**config.mk**
```make
export PLATFORM = sky130hd
export DESIGN_NAME = tot_trigger_timer
export DESIGN_NICKNAME = d
export VERILOG_FILES = /design/src/tot_pkg.sv /design/src/tot_trigger_timer.sv
export VERILOG_INCLUDE_DIRS = /design/src /design/src/src
export SDC_FILE = /design/constraint.sdc
export NUM_CORES = 1
export LEC_CHECK = 0
export ABC_AREA = 1
export BUFFER_PORTS_ARGS = -buffer_cell sky130_fd_sc_hd__buf_2
export CAP_MARGIN = 20
export CORE_MARGIN = 1.5
export CORE_UTILIZATION = 50
export DETAILED_ROUTE_END_ITERATION = 12
export GPL_ROUTABILITY_DRIVEN = 0
export PLACE_DENSITY_LB_ADDON = 0.15
export SKIP_CTS_REPAIR_TIMING = 1
export SYNTH_ARGS = -nofsm -noshare
export SYNTH_HDL_FRONTEND = slang
export SYNTH_SLANG_ARGS = --single-unit
export TNS_END_PERCENT = 1
```
**constraint.sdc**
```tcl
create_clock -name clk -period 4.6 [get_ports clk]
set_input_delay 0 -clock clk [delete_from_list [all_inputs] [get_ports clk]]
set_output_delay 0 -clock clk [all_outputs]
set_load 0.02 [all_outputs]
```
**src/tot_params.svh**
```systemverilog
`ifndef TOT_PARAMS_SVH
`define TOT_PARAMS_SVH

// Register byte offsets on the AXI4-Lite slave
`define TOT_ADDR_W 8
`define TOT_OFS_CTRL 8'h00
`define TOT_OFS_PULSE 8'h04
`define TOT_OFS_WAIT 8'h08
`define TOT_OFS_FILT 8'h0C
`define TOT_OFS_CMD 8'h10
`define TOT_OFS_STAT 8'h14

// Field widths
`define TOT_DATA_W 32
`define TOT_CNT_W 26
`define TOT_FILT_W 20
`define TOT_CTRL_W 9

// Reset values
`define TOT_RST_CTRL 9'h000
`define TOT_RST_PULSE 26'h000_0001
`define TOT_RST_WAIT 26'h000_0000
`define TOT_RST_FILT 20'h0_0001

// Command and status bit positions
`define TOT_CMD_RESTART_BIT 0
`define TOT_STAT_STATE_LSB 0
`define TOT_STAT_ACTIVE_BIT 2
`define TOT_STAT_EXT_BIT 3
`define TOT_STAT_LINE_BIT 4

// AXI responses
`define TOT_RESP_OKAY 2'h0
`define TOT_RESP_SLVERR 2'h2

// Time base: 1 us tick from a 5 ns clock
`define TOT_CLK_PERIOD_PS 5000
`define TOT_TICK_US 1
`define TOT_TICK_CYC ((`TOT_TICK_US * 1000000) / `TOT_CLK_PERIOD_PS)
`define TOT_DIV_W 8

`endif

```
**src/tot_pkg.sv**
```systemverilog
package tot_pkg;

  typedef enum logic [1:0] {
    TOT_ORIG_OFF,
    TOT_ORIG_EXPOSURE,
    TOT_ORIG_READOUT,
    TOT_ORIG_EXTERNAL
  } tot_origin_e;

  typedef enum logic [1:0] {
    TOT_ON_LOW_TO_HIGH,
    TOT_ON_HIGH_TO_LOW,
    TOT_WHILE_ASSERTED_HIGH,
    TOT_WHILE_ASSERTED_LOW
  } tot_cond_e;

  typedef enum logic [2:0] {
    TOT_LINE_OFF,
    TOT_LINE_EXPOSURE,
    TOT_LINE_READOUT,
    TOT_LINE_USER,
    TOT_LINE_PULSE_GEN
  } tot_line_src_e;

  typedef enum logic [1:0] {
    TOT_IDLE,
    TOT_WAIT,
    TOT_PULSE
  } tot_state_e;

  typedef struct packed {
    logic user_value;
    logic output_polarity_flip;
    tot_line_src_e line_source;
    tot_cond_e trigger_condition_select;
    tot_origin_e trigger_origin_select;
  } tot_ctrl_s;

endpackage

```
**src/tot_trigger_timer.sv**
```systemverilog
// Summary of operation
// - Timer result reaches the output line only when line source selects it.
// - Trigger origin: off, exposure window, readout window or external input.
// - Edge modes hold the output active for the programmed pulse length in us.
// - After a valid trigger, wait the programmed delay before activating output.
// - Restart command clears pending wait or pulse; settings are kept.
// - Rising-edge mode: low-to-high transition starts the wait-then-pulse sequence.
// - Falling-edge mode: high-to-low transition starts the wait-then-pulse sequence.
// - High-level mode: output active while source stays high, pulse length ignored.
// - Low-level mode: output active while source stays low.
// - Level modes count wait from assertion; activate only if still asserted.
// - Per-line polarity flip inverts whatever drives the output line.
// - External input change accepted only after persisting the filter time.
`include "tot_params.svh"
`timescale 1ns/10ps
`default_nettype none

module tot_trigger_timer #(
  parameter int unsigned CNT_W = `TOT_CNT_W,
  parameter int unsigned FILT_W = `TOT_FILT_W
) (
  input wire logic clk,
  input wire logic sys_rst,
  input wire logic s_axi_awvalid,
  output logic s_axi_awready,
  input wire logic [`TOT_ADDR_W-1:0] s_axi_awaddr,
  input wire logic [2:0] s_axi_awprot,
  input wire logic s_axi_wvalid,
  output logic s_axi_wready,
  input wire logic [`TOT_DATA_W-1:0] s_axi_wdata,
  input wire logic [3:0] s_axi_wstrb,
  output logic s_axi_bvalid,
  input wire logic s_axi_bready,
  output logic [1:0] s_axi_bresp,
  input wire logic s_axi_arvalid,
  output logic s_axi_arready,
  input wire logic [`TOT_ADDR_W-1:0] s_axi_araddr,
  input wire logic [2:0] s_axi_arprot,
  output logic s_axi_rvalid,
  input wire logic s_axi_rready,
  output logic [`TOT_DATA_W-1:0] s_axi_rdata,
  output logic [1:0] s_axi_rresp,
  input wire logic exposure_window_signal,
  input wire logic readout_window_signal,
  input wire logic external_trigger_input,
  output logic line_out,
  output logic pulse_gen_active
);
  import tot_pkg::*;

  localparam logic [`TOT_DIV_W-1:0] TICK_LAST = `TOT_DIV_W'(`TOT_TICK_CYC - 1);

  // Configuration
  tot_ctrl_s ctrl_q;
  logic [CNT_W-1:0] pulse_length_us_q;
  logic [CNT_W-1:0] start_wait_us_q;
  logic [FILT_W-1:0] input_filter_time_q;
  logic restart_command_q;

  // AXI slave state
  logic awready_q;
  logic wready_q;
  logic aw_have_q;
  logic w_have_q;
  logic [`TOT_ADDR_W-1:0] awaddr_q;
  logic [`TOT_DATA_W-1:0] wdata_q;
  logic [3:0] wstrb_q;
  logic bvalid_q;
  logic [1:0] bresp_q;
  logic arready_q;
  logic rvalid_q;
  logic [`TOT_DATA_W-1:0] rdata_q;
  logic [1:0] rresp_q;

  // Timing state
  logic [`TOT_DIV_W-1:0] div_q;
  logic tick_q;
  logic ext_meta_q;
  logic ext_sync_q;
  logic ext_filt_q;
  logic [FILT_W-1:0] filt_cnt_q;
  logic src_q;
  tot_state_e state_q;
  logic [CNT_W-1:0] cnt_q;
  logic line_out_q;
  logic active_q;

  logic aw_hs;
  logic w_hs;
  logic ar_hs;
  logic wr_fire;
  logic wr_ok;
  logic [`TOT_DATA_W-1:0] rd_word;
  logic rd_ok;
  logic src;
  logic enabled;
  logic level_mode;
  logic asserted;
  logic trig_edge;
  logic start;
  logic drive;
  logic [CNT_W-1:0] cnt_inc;
  logic [`TOT_DATA_W-1:0] ctrl_word;

  assign aw_hs = s_axi_awvalid && awready_q;
  assign w_hs = s_axi_wvalid && wready_q;
  assign ar_hs = s_axi_arvalid && arready_q;
  assign wr_fire = aw_have_q && w_have_q && !bvalid_q;
  assign cnt_inc = cnt_q + CNT_W'(1);
  assign ctrl_word = merge(`TOT_DATA_W'(ctrl_q), wdata_q, wstrb_q);

  function automatic logic [`TOT_DATA_W-1:0] merge(
    input logic [`TOT_DATA_W-1:0] old_word,
    input logic [`TOT_DATA_W-1:0] new_word,
    input logic [3:0] strb
  );
    logic [`TOT_DATA_W-1:0] res;
    res = old_word;
    for (int i = 0; i < 4; i++) begin
      if (strb[i]) begin
        res[i*8 +: 8] = new_word[i*8 +: 8];
      end
    end
    return res;
  endfunction

  // Write address channel; one write in flight at a time
  always_ff @(posedge clk) begin
    if (sys_rst) begin
      aw_have_q <= 1'b0;
      awaddr_q <= '0;
      awready_q <= 1'b0;
    end else begin
      if (aw_hs) begin
        aw_have_q <= 1'b1;
        awaddr_q <= s_axi_awaddr;
      end else if (wr_fire) begin
        aw_have_q <= 1'b0;
      end
      awready_q <= !aw_have_q && !aw_hs && !bvalid_q;
    end
  end

  // Write data channel, taken independently of the address
  always_ff @(posedge clk) begin
    if (sys_rst) begin
      w_have_q <= 1'b0;
      wdata_q <= '0;
      wstrb_q <= '0;
      wready_q <= 1'b0;
    end else begin
      if (w_hs) begin
        w_have_q <= 1'b1;
        wdata_q <= s_axi_wdata;
        wstrb_q <= s_axi_wstrb;
      end else if (wr_fire) begin
        w_have_q <= 1'b0;
      end
      wready_q <= !w_have_q && !w_hs && !bvalid_q;
    end
  end

  always_comb begin
    case (awaddr_q)
      `TOT_OFS_CTRL, `TOT_OFS_PULSE, `TOT_OFS_WAIT, `TOT_OFS_FILT, `TOT_OFS_CMD: wr_ok = 1'b1;
      default: wr_ok = 1'b0;
    endcase
  end

  always_ff @(posedge clk) begin
    if (sys_rst) begin
      bvalid_q <= 1'b0;
      bresp_q <= `TOT_RESP_OKAY;
    end else if (wr_fire) begin
      bvalid_q <= 1'b1;
      bresp_q <= wr_ok ? `TOT_RESP_OKAY : `TOT_RESP_SLVERR;
    end else if (s_axi_bready) begin
      bvalid_q <= 1'b0;
    end
  end

  // Register writes
  always_ff @(posedge clk) begin
    if (sys_rst) begin
      ctrl_q <= tot_ctrl_s'(`TOT_RST_CTRL);
      pulse_length_us_q <= CNT_W'(`TOT_RST_PULSE);
      start_wait_us_q <= CNT_W'(`TOT_RST_WAIT);
      input_filter_time_q <= FILT_W'(`TOT_RST_FILT);
    end else if (wr_fire) begin
      case (awaddr_q)
        `TOT_OFS_CTRL: begin
          ctrl_q <= tot_ctrl_s'(ctrl_word[`TOT_CTRL_W-1:0]);
        end
        `TOT_OFS_PULSE: begin
          pulse_length_us_q <= CNT_W'(merge(`TOT_DATA_W'(pulse_length_us_q), wdata_q, wstrb_q));
        end
        `TOT_OFS_WAIT: begin
          start_wait_us_q <= CNT_W'(merge(`TOT_DATA_W'(start_wait_us_q), wdata_q, wstrb_q));
        end
        `TOT_OFS_FILT: begin
          input_filter_time_q <= FILT_W'(merge(`TOT_DATA_W'(input_filter_time_q), wdata_q, wstrb_q));
        end
        default: begin
        end
      endcase
    end
  end

  // Restart is a one-cycle strobe; the register itself reads as zero
  always_ff @(posedge clk) begin
    if (sys_rst) begin
      restart_command_q <= 1'b0;
    end else begin
      restart_command_q <= wr_fire && (awaddr_q == `TOT_OFS_CMD) && wstrb_q[0]
        && wdata_q[`TOT_CMD_RESTART_BIT];
    end
  end

  // Read path
  always_comb begin
    rd_word = '0;
    rd_ok = 1'b1;
    case (s_axi_araddr)
      `TOT_OFS_CTRL: rd_word = `TOT_DATA_W'(ctrl_q);
      `TOT_OFS_PULSE: rd_word = `TOT_DATA_W'(pulse_length_us_q);
      `TOT_OFS_WAIT: rd_word = `TOT_DATA_W'(start_wait_us_q);
      `TOT_OFS_FILT: rd_word = `TOT_DATA_W'(input_filter_time_q);
      `TOT_OFS_CMD: rd_word = '0;
      `TOT_OFS_STAT: begin
        rd_word[`TOT_STAT_STATE_LSB +: 2] = 2'(state_q);
        rd_word[`TOT_STAT_ACTIVE_BIT] = active_q;
        rd_word[`TOT_STAT_EXT_BIT] = ext_filt_q;
        rd_word[`TOT_STAT_LINE_BIT] = line_out_q;
      end
      default: rd_ok = 1'b0;
    endcase
  end

  always_ff @(posedge clk) begin
    if (sys_rst) begin
      arready_q <= 1'b0;
      rvalid_q <= 1'b0;
      rdata_q <= '0;
      rresp_q <= `TOT_RESP_OKAY;
    end else begin
      arready_q <= !rvalid_q && !ar_hs;
      if (ar_hs) begin
        rvalid_q <= 1'b1;
        rdata_q <= rd_word;
        rresp_q <= rd_ok ? `TOT_RESP_OKAY : `TOT_RESP_SLVERR;
      end else if (s_axi_rready) begin
        rvalid_q <= 1'b0;
      end
    end
  end

  // Microsecond base; re-phased at each timer start so delays are whole us
  always_ff @(posedge clk) begin
    if (sys_rst) begin
      div_q <= '0;
      tick_q <= 1'b0;
    end else if (start) begin
      // Start cycle counts as the first, else the wait, or the pulse when there is no wait, runs one cycle long
      div_q <= `TOT_DIV_W'(1);
      tick_q <= 1'b0;
    end else if (div_q == TICK_LAST) begin
      div_q <= '0;
      tick_q <= 1'b1;
    end else begin
      div_q <= div_q + `TOT_DIV_W'(1);
      tick_q <= 1'b0;
    end
  end

  // External pin synchroniser
  always_ff @(posedge clk) begin
    if (sys_rst) begin
      ext_meta_q <= 1'b0;
      ext_sync_q <= 1'b0;
    end else begin
      ext_meta_q <= external_trigger_input;
      ext_sync_q <= ext_meta_q;
    end
  end

  // Glitch filter: the new level must hold for the whole filter time
  always_ff @(posedge clk) begin
    if (sys_rst) begin
      ext_filt_q <= 1'b0;
      filt_cnt_q <= '0;
    end else if (ext_sync_q == ext_filt_q) begin
      filt_cnt_q <= '0;
    end else if ((filt_cnt_q > input_filter_time_q) || (input_filter_time_q == '0)) begin
      // One extra tick boundary so a glitch straddling a tick cannot pass
      ext_filt_q <= ext_sync_q;
      filt_cnt_q <= '0;
    end else if (tick_q) begin
      filt_cnt_q <= filt_cnt_q + FILT_W'(1);
    end
  end

  // Trigger source selection
  always_comb begin
    case (ctrl_q.trigger_origin_select)
      TOT_ORIG_EXPOSURE: src = exposure_window_signal;
      TOT_ORIG_READOUT: src = readout_window_signal;
      TOT_ORIG_EXTERNAL: src = ext_filt_q;
      default: src = 1'b0;
    endcase
  end

  assign enabled = ctrl_q.trigger_origin_select != TOT_ORIG_OFF;

  always_ff @(posedge clk) begin
    if (sys_rst) begin
      src_q <= 1'b0;
    end else begin
      src_q <= src;
    end
  end

  always_comb begin
    level_mode = 1'b0;
    asserted = 1'b0;
    trig_edge = 1'b0;
    case (ctrl_q.trigger_condition_select)
      TOT_ON_LOW_TO_HIGH: trig_edge = src && !src_q;
      TOT_ON_HIGH_TO_LOW: trig_edge = !src && src_q;
      TOT_WHILE_ASSERTED_HIGH: begin
        level_mode = 1'b1;
        asserted = src;
      end
      TOT_WHILE_ASSERTED_LOW: begin
        level_mode = 1'b1;
        asserted = !src;
      end
      default: trig_edge = 1'b0;
    endcase
  end

  // Only an idle timer can start, so edges during wait or pulse are dropped
  assign start = enabled && (state_q == TOT_IDLE) && (level_mode ? asserted : trig_edge);

  // Wait-then-pulse sequencer
  always_ff @(posedge clk) begin
    if (sys_rst || restart_command_q || !enabled) begin
      state_q <= TOT_IDLE;
      cnt_q <= '0;
    end else begin
      case (state_q)
        TOT_IDLE: begin
          if (start) begin
            cnt_q <= '0;
            state_q <= (start_wait_us_q == '0) ? TOT_PULSE : TOT_WAIT;
          end
        end
        TOT_WAIT: begin
          if (level_mode && !asserted) begin
            state_q <= TOT_IDLE;
          end else if (tick_q) begin
            if (cnt_inc >= start_wait_us_q) begin
              cnt_q <= '0;
              state_q <= TOT_PULSE;
            end else begin
              cnt_q <= cnt_inc;
            end
          end
        end
        TOT_PULSE: begin
          if (level_mode) begin
            if (!asserted) begin
              state_q <= TOT_IDLE;
            end
          end else if (tick_q) begin
            if (cnt_inc >= pulse_length_us_q) begin
              state_q <= TOT_IDLE;
            end else begin
              cnt_q <= cnt_inc;
            end
          end
        end
        default: begin
          state_q <= TOT_IDLE;
          cnt_q <= '0;
        end
      endcase
    end
  end

  // Line driver
  always_comb begin
    case (ctrl_q.line_source)
      TOT_LINE_EXPOSURE: drive = exposure_window_signal;
      TOT_LINE_READOUT: drive = readout_window_signal;
      TOT_LINE_USER: drive = ctrl_q.user_value;
      TOT_LINE_PULSE_GEN: drive = active_q;
      default: drive = 1'b0;
    endcase
  end

  always_ff @(posedge clk) begin
    if (sys_rst) begin
      active_q <= 1'b0;
      line_out_q <= 1'b0;
    end else begin
      active_q <= (state_q == TOT_PULSE) && enabled && !restart_command_q;
      line_out_q <= drive ^ ctrl_q.output_polarity_flip;
    end
  end

  assign s_axi_awready = awready_q;
  assign s_axi_wready = wready_q;
  assign s_axi_bvalid = bvalid_q;
  assign s_axi_bresp = bresp_q;
  assign s_axi_arready = arready_q;
  assign s_axi_rvalid = rvalid_q;
  assign s_axi_rdata = rdata_q;
  assign s_axi_rresp = rresp_q;
  assign line_out = line_out_q;
  assign pulse_gen_active = active_q;

endmodule // tot_trigger_timer

`default_nettype wire

```
# Word level (Yosys, flattened, before mapping)

Index checks and enable logic that the tools add are counted.

$add $sub $neg: 3
Order comparisons: 3
Equality and inequality tests: 34
Mux-type cells: 40
Bitwise operators: 2
Reduce and logical (&&, ||, !) cells: 68

Operator list:

| kind                                          | number |
|---|---|
| 2-to-1 mux 26 bit                             | 7 |
| one-hot mux 21 bit (4 select lines)           | 1 |
| one-hot mux 26 bit (3 select lines)           | 1 |
| greater-or-equal comparator 26 bit            | 2 |
| AND reduction 3 bit                           | 13 |
| == test 8 x 4 -> 1 bit, second input constant | 4 |
| adder 26 x 1 -> 26 bit, second input constant | 1 |
| zero test 26 bit                              | 1 |
| one-hot mux 5 bit (5 select lines)            | 1 |
| == test 8 x 5 -> 1 bit, second input constant | 3 |
| 2-to-1 mux 2 bit                              | 11 |
| adder 20 x 1 -> 20 bit, second input constant | 1 |
| greater-than comparator 20 bit                | 1 |
| logical AND 1 bit                             | 20 |
| zero test 20 bit                              | 1 |
| == test 8 x 3 -> 1 bit, second input constant | 2 |
| zero test 8 bit                               | 2 |
| != test 3 bit, second input constant          | 5 |
| 2-to-1 mux 1 bit                              | 14 |
| zero test 1 bit                               | 12 |
| != test 2 bit, second input constant          | 6 |
| AND reduction 6 bit                           | 2 |
| == test 2 bit, second input constant          | 5 |
| nonzero test 2 bit                            | 5 |
| other kinds (20)                              | 29 |

Register bits: 226
Output and inout port bits: 43
Word-level logic and storage cells: 192

# Depth between registers and ports, before layout

Gate-level depths: netlist of run 1.

Word-level depth: 9
Gate-level depth with buffers: 25

# Worst setup path after synthesis of run 1

Ideal clock, no wire load.

Kind: reg2reg
From: register cnt_q[0]
To: register cnt_q[12]
Arrival: 2.880 ns
Data required time: 4.530 ns
Setup slack: 1.650 ns
Cell stages (with the launch flop): 25
Path buffers: 1
Cell sequence: dfxtp_1 -> ha_1 -> nand2_1 -> nor2_2 -> nand2_1 -> nor2_2 -> nand2_1 -> nor2_2 -> nand4_1 -> nand2_1 -> inv_1 -> ha_1 -> nand2_1 -> nor2_1 -> nand2_1 -> nor2_2 -> nand2_1 -> nand2_1 -> nor2_1 -> nand3_1 -> nand2_2 -> nand2_8 -> buf_6 -> nand2_1 -> a21oi_1

Word-level cells in the longest chain between the ends: 6
Elaborated cells on any way between the ends: 12
Classes of those cells: add/sub (1); order compare (2); eq/ne (1); mux (7); reduce/logical (1)

RTL lines:

| element                             | RTL line                 | text |
|---|---|---|
| start, declared                     | tot_trigger_timer.sv:84  | `logic [CNT_W-1:0] cnt_q;` |
| start signal, assigned              | tot_trigger_timer.sv:365 | `cnt_q <= cnt_inc;` |
| start signal, assigned              | tot_trigger_timer.sv:378 | `cnt_q <= cnt_inc;` |
| adder 26 x 1 -> 26 bit *            | tot_trigger_timer.sv:109 | `assign cnt_inc = cnt_q + CNT_W'(1);` |
| greater-or-equal comparator 26 bit  | tot_trigger_timer.sv:361 | `if (cnt_inc >= start_wait_us_q) begin` |
| 2-to-1 mux 26 bit                   | tot_trigger_timer.sv:361 |  |
| 2-to-1 mux 26 bit                   | tot_trigger_timer.sv:360 | `end else if (tick_q) begin` |
| 2-to-1 mux 26 bit                   | tot_trigger_timer.sv:358 | `if (level_mode && !asserted) begin` |
| one-hot mux 26 bit (3 select lines) | tot_trigger_timer.sv:350 | `case (state_q)` |

Mark *: on every way between the ends. The rest lies on a longest branch, timed or not. The select of a mux whose other input is x is not followed.
A chain may end at the register's enable or synchronous reset.

# Worst setup path in the final report of run 1

From: register cnt_q[1]
To: register cnt_q[23]

Same word-level chain as after synthesis.

==> metrics.md, run 1 <==
| Metric | Value |
|---|---|
| Status | complete, but fails checks |
| Failing checks | hold timing |
| Total die area | 0.0242 mm2 |
| Yosys cell types | 40 |
| Gr ovfl total | 0 |
| CTS sink cnt | approximately 220 |
| Worst Skew | between 0.007 and 0.008 ns |
| Tmin final | around 3.7 ns |
| First-pass GRT wire length | roughly 50 mm |
| # IOs | roughly 110 |
| DR WL/cell | about 15 um |
| Htree depth | 1 |
| Pre-CTS setup slack | between 0.9 and 1 ns |
| Core ar. | roughly 0.023 mm2 |
| Detailed Route WL | approximately 32 mm |
| DRC Markers | 0 |
| # Max-Cap Violations | 0 |
| RSZ-0062 raised after global routing | false |
| Layout cell share with drive strength beyond 1 | 0.0904 |
| Pwr/cell area | about 320 mW/mm2 |
| Setup TNS | 0 ns |
| Largest net degree at the start of global routing | approximately 130 |
| Antenna-violating nets left | 0 |
| Worst path max stage delay | about 0.37 ns |
| Crit path kind | flop to flop |
| Post-DP HPWL | about 23 mm |
| P&R area growth vs syn | 16.3% |
| Max Root-Sink Buffers | 3 |
| Most frequent cells in the layout | nand2_1, nor2_1, dfxtp_1, inv_1, a21oi_1 |
| Filler cells | about 2,100 |
| Nets | between 1,500 and 2,000 |
| GRT Util Overall | 0.261 |
| Rows | 55 |
| GR peak layer | met2 |
| Post-synthesis cell area | 0.0116 mm2 |
| Flops & latches, synth | around 220 |
| DRT iter0 DRCs | 844 |
| Worst Max-Slew Pin Slew | 1.10 ns |
| M2 GR Usage | 0.444 |
| LEAKAGE | around 5.7 nW |
| CTS Buf Count | 25 |
| GRT met3 Usage | 0.0343 |
| CP Capture Type | flop |
| Pins Over Slew Limit | 0 |
| Syn avg cell area | around 7.0 um2 |
| Final hold viol count | 2 |
| Chip width | 155 um |
| M1 GR Usage | 0.348 |
| Max Clk Rate | approximately 270 MHz |
| PortBufs | 90 |
| Commonest non-fill, non-tap cell in the layout | nand2_1 |
| Hold WS | -0.0402 ns |
| Syn Inst Count | 1,668 |
| Worst-path cell chain | ha_1, nand2_1, nor2_2, nand2_1, nor2_2, nand2_1, nor2_2, nand4_1, nand2_1, inv_1, ha_1, nand2_1, nor2_1, nand3_1, nor3_1, nand2_1, nand3_1, nand2_1, buf_4, nand4_1, a21oi_1 |
| Crit path DAT | slightly above 4 ns |
| Starting Density | 0.512 |
| Pre-Repair DR Iteration Count | 5 |
| Slew HR | 0.266 |
| CP max FO | 14 |
| VDD IR-drop max | approximately 0.33 mV |
| Critical path's slowest cell | dfxtp_1 |
| Clock transition at the registers of the reported paths | approximately 0.060 ns |
| CP startpoint kind | flop |
| Root buffer cell | clkbuf_16 |
| Sequential area share after synthesis | 0.376 |
| Worst skew pair latency | roughly 0.53 ns |
| Total Power | approximately 4.3 mW |
| Worst Slack Setup Final | about 0.88 ns |
| Vias post-DR | between 10,000 and 15,000 |
| HP Class | input port to flop |
| Die height | 155 um |
| Yosys warns | 0 |
| Vias per cell | 5.32 |
| WP data required | about 5.0 ns |
| Vias in the first global route | 10,131 |
| Initial antenna violation count | 0 |
| # setup viols final | 0 |
| CTS tree | yes |
| Period utilisation layout | 0.809 |
| Ant diodes | 0 |
| Critical path's most frequent cell | nand2_1 |
## layer usage
metal	up-vias	part of all wire
met5	-	0
met3	49	0.048
met4	0	0.025
li1	5671	-
met2	281	0.47
met1	5047	0.45
## power breakdown
| part | leakage, nW | switching [mW] | internal [mW] |
|---|---|---|---|
| sequential | 1.76 | 0.0341 | 1.93 |
| combinational | 3.45 | 0.138 | 0.0880 |
| clock | 0.438 | 0.803 | 1.34 |
## state kept, by name, indices dropped and copies added, names as in the netlist, 2 cells and up
signal	flops
awaddr_q	8
div_q	8
cnt_q	26
start_wait_us_q	26
ctrl_q	9
filt_cnt_q	20
wstrb_q	4
state_q	2
pulse_length_us_q	26
input_filter_time_q	20
s_axi_rdata	26
wdata_q	26
## critical path: cells and delay by family, from the launching register on
kind,cells,cell delay [ns]
AND/OR/NAND/NOR,16,2.17
adder cells (fa/ha/maj),2,0.58
buffers and inverters,2,0.41
flip-flops,1,0.37
AO/OA/AOI/OAI,1,0.07
## path summary, 6_finish.rpt
check                                           start         end  slack [ns]  cells past startpoint
worst min register to register             ext_meta_q  ext_sync_q        0.40                      2
worst max-delay path                         cnt_q[1]   cnt_q[23]        0.88                     21
worst min-delay path            readout_window_signal    line_out       -0.04                      5
worst max register to register               cnt_q[1]   cnt_q[23]        0.88                     21
## synthesized netlist by cell type, drive strengths merged
cell / number / area (um2)
a21o: 2 / 15.0
o211ai: 5 / 37.5
o22ai: 28 / 175
o21ai: 150 / 751
nor4: 10 / 75.1
o221ai: 5 / 43.8
nand4: 46 / 294
nor3b: 1 / 7.51
dfxtp: 218 / 4360
nor2: 230 / 873
a311oi: 1 / 8.76
nor3: 24 / 130
nand3b: 1 / 7.51
o21bai: 5 / 37.5
clkinv: 2 / 7.51
or2: 3 / 18.8
nand3: 53 / 280
a21boi: 1 / 7.51
xnor2: 8 / 70.1
inv: 220 / 828
ha: 78 / 976
clkbuf: 43 / 161
o21a: 1 / 7.51
buf: 24 / 168
a21oi: 182 / 911
nand2: 306 / 1180
xor2: 20 / 175
conb: 1 / 3.75
## final cells by class
cell class                 instances  area (um2)  share of cell area
sequential                       218        4360               0.323
multi-input combinational       1168        6110               0.453
clock buffer                      37         741              0.0548
tap                              285         357              0.0264
clock inverter                     7         150              0.0111
inverter                         222         836              0.0619
timing repair buffer             141         946              0.0700
## per-stage QoR
stage | utilization | cell area (um2) | std cells
6_report | 0.595 | 13500 | 2078
4_1_cts | 0.575 | 13100 | 2033
2_1_floorplan | - | 11600 | 1675
3_5_place_dp | 0.536 | 12200 | 1989
5_1_grt | 0.595 | 13500 | 2078
3_3_place_gp | 0.536 | 12200 | 1989
## cells by family (layout without fill, tap and decap cells)
kind of cell	after synthesis	count (layout)	synth area share
AOI/OAI and AO/OA	380	380	0.172
other	1	8	0.000323
buffers and inverters	289	407	0.100
and+or+nand+nor	674	674	0.247
xor gates and xnor gates	28	28	0.0211
DFF	218	218	0.376
adders and majority gates	78	78	0.0840
Note: power is estimated with default switching activity, not from simulation.
==> inputs of run 2 (changes only) <==
Clock period 4.6 ns to 3.4 ns, I/O delays scaled along.
==> run 2 against run 1 <==
The flow still finishes with violations (hold timing). Worst setup slack lost 0.57 ns. Clock skew increased by 0.0094 ns. Largest power group unchanged. Non-clock buffer count is 8 higher. Worst hold slack gained 0.0061 ns. Clock power rose by 35%. Critical endpoint is now cnt_q[25]. Critical path depth is 2 higher. Count of clock-buffer cells in the layout shrank 2. Sequential power increased by 35%.
==> metrics.md, run 2 (synthesized netlist as in run 1, its figures left out) <==
| Metric | Value |
|---|---|
| Period utilisation layout | 0.908 (was 0.809) |
| Most frequent cells in the layout | nand2_1, nor2_1, dfxtp_1, inv_1, a21oi_1 (unchanged) |
| Vias in the first global route | 9,964 (was 10,131) |
| Htree depth | 1 (unchanged) |
| Worst Skew | 0.0172 ns (was 0.00782 ns) |
| Rows | 55 (unchanged) |
| Vias post-DR | 11,155 (was 11,048) |
| Initial antenna violation count | 0 (unchanged) |
| Clock transition at the registers of the reported paths | 0.06 ns (about the same) |
| Reg area | 0.00436 mm2 (unchanged) |
| Worst Max-Slew Pin Slew | 0.999 ns (was 1.10 ns) |
| Pwr/cell area | 430 mW/mm2 (was 320 mW/mm2) |
| Vias per cell | 5.34 (was 5.32) |
| Gr ovfl total | 0 (unchanged) |
| Max Root-Sink Buffers | 3 (unchanged) |
| VDD IR-drop max | 0.420 mV (was 0.327 mV) |
| CTS sink cnt | 218 (unchanged) |
| Final hold viol count | 1 (was 2) |
| Pre-CTS setup slack | 0.268 ns (was 0.931 ns) |
| Critical path's most frequent cell | nand2_1 (unchanged) |
| RSZ-0062 raised after global routing | true (was false) |
| Root buffer cell | clkbuf_16 (unchanged) |
| CP Capture Type | flop (unchanged) |
| Post-DP HPWL | 23.5 mm (was 23.3 mm) |
| DRC Markers | 0 (unchanged) |
| Die height | 155 um (unchanged) |
| Detailed Route WL | 32.4 mm (was 32.1 mm) |
| Setup TNS | 0 ns (unchanged) |
| CTS tree | yes (unchanged) |
| Hold WS | -0.0342 ns (was -0.0402 ns) |
| Largest net degree at the start of global routing | 53 (was 131) |
| PortBufs | 90 (unchanged) |
| First-pass GRT wire length | 50.5 mm (was 51.0 mm) |
| DR WL/cell | 15.5 um (about the same) |
| Crit path DAT | 3.54 ns (was 4.12 ns) |
| Filler cells | 2,122 (was 2,108) |
| Chip width | 155 um (unchanged) |
| Commonest non-fill, non-tap cell in the layout | nand2_1 (unchanged) |
| P&R area growth vs syn | 17.2% (was 16.3%) |
| Max Clk Rate | 324 MHz (was 269 MHz) |
| HP Class | input port to flop (unchanged) |
| Pins Over Slew Limit | 0 (unchanged) |
| Worst Slack Setup Final | 0.312 ns (was 0.880 ns) |
| Worst path max stage delay | 0.38 ns (was 0.37 ns) |
| CP startpoint kind | flop (unchanged) |
| CTS Buf Count | 25 (unchanged) |
| Pre-Repair DR Iteration Count | 5 (unchanged) |
| Status | complete, but fails checks (unchanged) |
| LEAKAGE | 5.71 nW (was 5.66 nW) |
| Slew HR | 0.333 (was 0.266) |
| CP max FO | 24 (was 14) |
| Failing checks | hold timing (unchanged) |
| Core ar. | 0.0227 mm2 (unchanged) |
| Layout cell share with drive strength beyond 1 | 0.0992 (was 0.0904) |
| Crit path kind | flop to flop (unchanged) |
| Antenna-violating nets left | 0 (unchanged) |
| Total die area | 0.0242 mm2 (unchanged) |
| Ant diodes | 0 (unchanged) |
| WP data required | 3.86 ns (was 5.00 ns) |
| # setup viols final | 0 (unchanged) |
| DRT iter0 DRCs | 710 (was 844) |
| Tmin final | 3.09 ns (was 3.72 ns) |
| Footprint of the multi-input gates | 0.00614 mm2 (was 0.00611 mm2) |
| Worst skew pair latency | 0.54 ns (was 0.53 ns) |
| Nets | 1,931 (was 1,922) |
| # IOs | 111 (unchanged) |
| GRT Util Overall | 0.260 (was 0.261) |
| # Max-Cap Violations | 0 (unchanged) |
| Starting Density | 0.512 (unchanged) |
| Worst-path cell chain | ha_1, nand2_1, nor2_2, nand2_1, nor2_2, nand2_1, nor2_2, nand4_1, nand2_1, inv_1, ha_1, nand2_1, nor2_2, nand2_1, inv_1, nand2_1, nand2_1, nor2_1, nand3_1, nand2_1, buf_12, nand4_1, a21oi_1 (was ha_1, nand2_1, nor2_2, nand2_1, nor2_2, nand2_1, nor2_2, nand4_1, nand2_1, inv_1, ha_1, nand2_1, nor2_1, nand3_1, nor3_1, nand2_1, nand3_1, nand2_1, buf_4, nand4_1, a21oi_1) |
| Critical path's slowest cell | dfxtp_1 (unchanged) |
==> run 2: cell count changes in the layout (fill, tap and decap cells not counted), sizes merged <==
cell and delta:
nand2 +1, dlygate4sd3 -2, clkinv +2, clkbuf -2, buf +10, inv +2
==> run 2: critical path, delay by kind of cell, from the launching register on <==
family / cells / cell delay [ns]
AO/OA/AOI/OAI: 1 / 0.14
adder cells (fa/ha/maj): 2 / 0.46
buffers and inverters: 3 / 0.30
flip-flops: 1 / 0.38
AND/OR/NAND/NOR: 17 / 1.75
==> run 2: path summary, 6_finish.rpt <==
| check | to | from | slack [ns] | depth (start not counted) |
|---|---|---|---|---|
| hold reg to reg | ext_sync_q | ext_meta_q | 0.41 | 2 |
| setup reg to reg | cnt_q[25] | cnt_q[1] | 0.31 | 23 |
| hold / removal | s_axi_rresp[1] | s_axi_araddr[4] | -0.03 | 4 |
| setup / recovery | cnt_q[25] | cnt_q[1] | 0.31 | 23 |
==> run 2: area by class of cell <==
class / instances / area share
Timing Repair Buffer: 149 / 0.0750
Tap cell: 285 / 0.0262
Clock buffer: 35 / 0.0531
Inverter: 222 / 0.0614
Multi-Input combinational cell: 1169 / 0.451
Sequential cell: 218 / 0.321
Clock inverter: 11 / 0.0122
==> run 2: report_power, final <==
group | internal, mW | total [mW] | switching [mW]
sequential | 2.60 | 2.65 | 0.0462
combinational | 0.118 | 0.306 | 0.187
clock | 1.79 | 2.89 | 1.10
==> run 2: per-stage QoR <==
stage | power, mW | utilization | area, um2 | std cells
6_report | 5.85 | 0.599 | 13600 | 2089
5_1_grt | 6.04 | 0.599 | 13600 | 2089
4_1_cts | 5.85 | 0.577 | 13100 | 2042
3_5_place_dp | 2.97 | 0.538 | 12200 | 1996
3_3_place_gp | 2.96 | 0.538 | 12200 | 1996
2_1_floorplan | 2.87 | - | 11600 | 1675
==> run 2: metal layers <==
metal  global-route usage  vias up  wire length [um]
met5                    0        -                 0
met4               0.0712        0               720
met3               0.0323       50              1990
met2                0.441      315             15200
met1                0.347     5093             14500
li1                     -     5697                 -
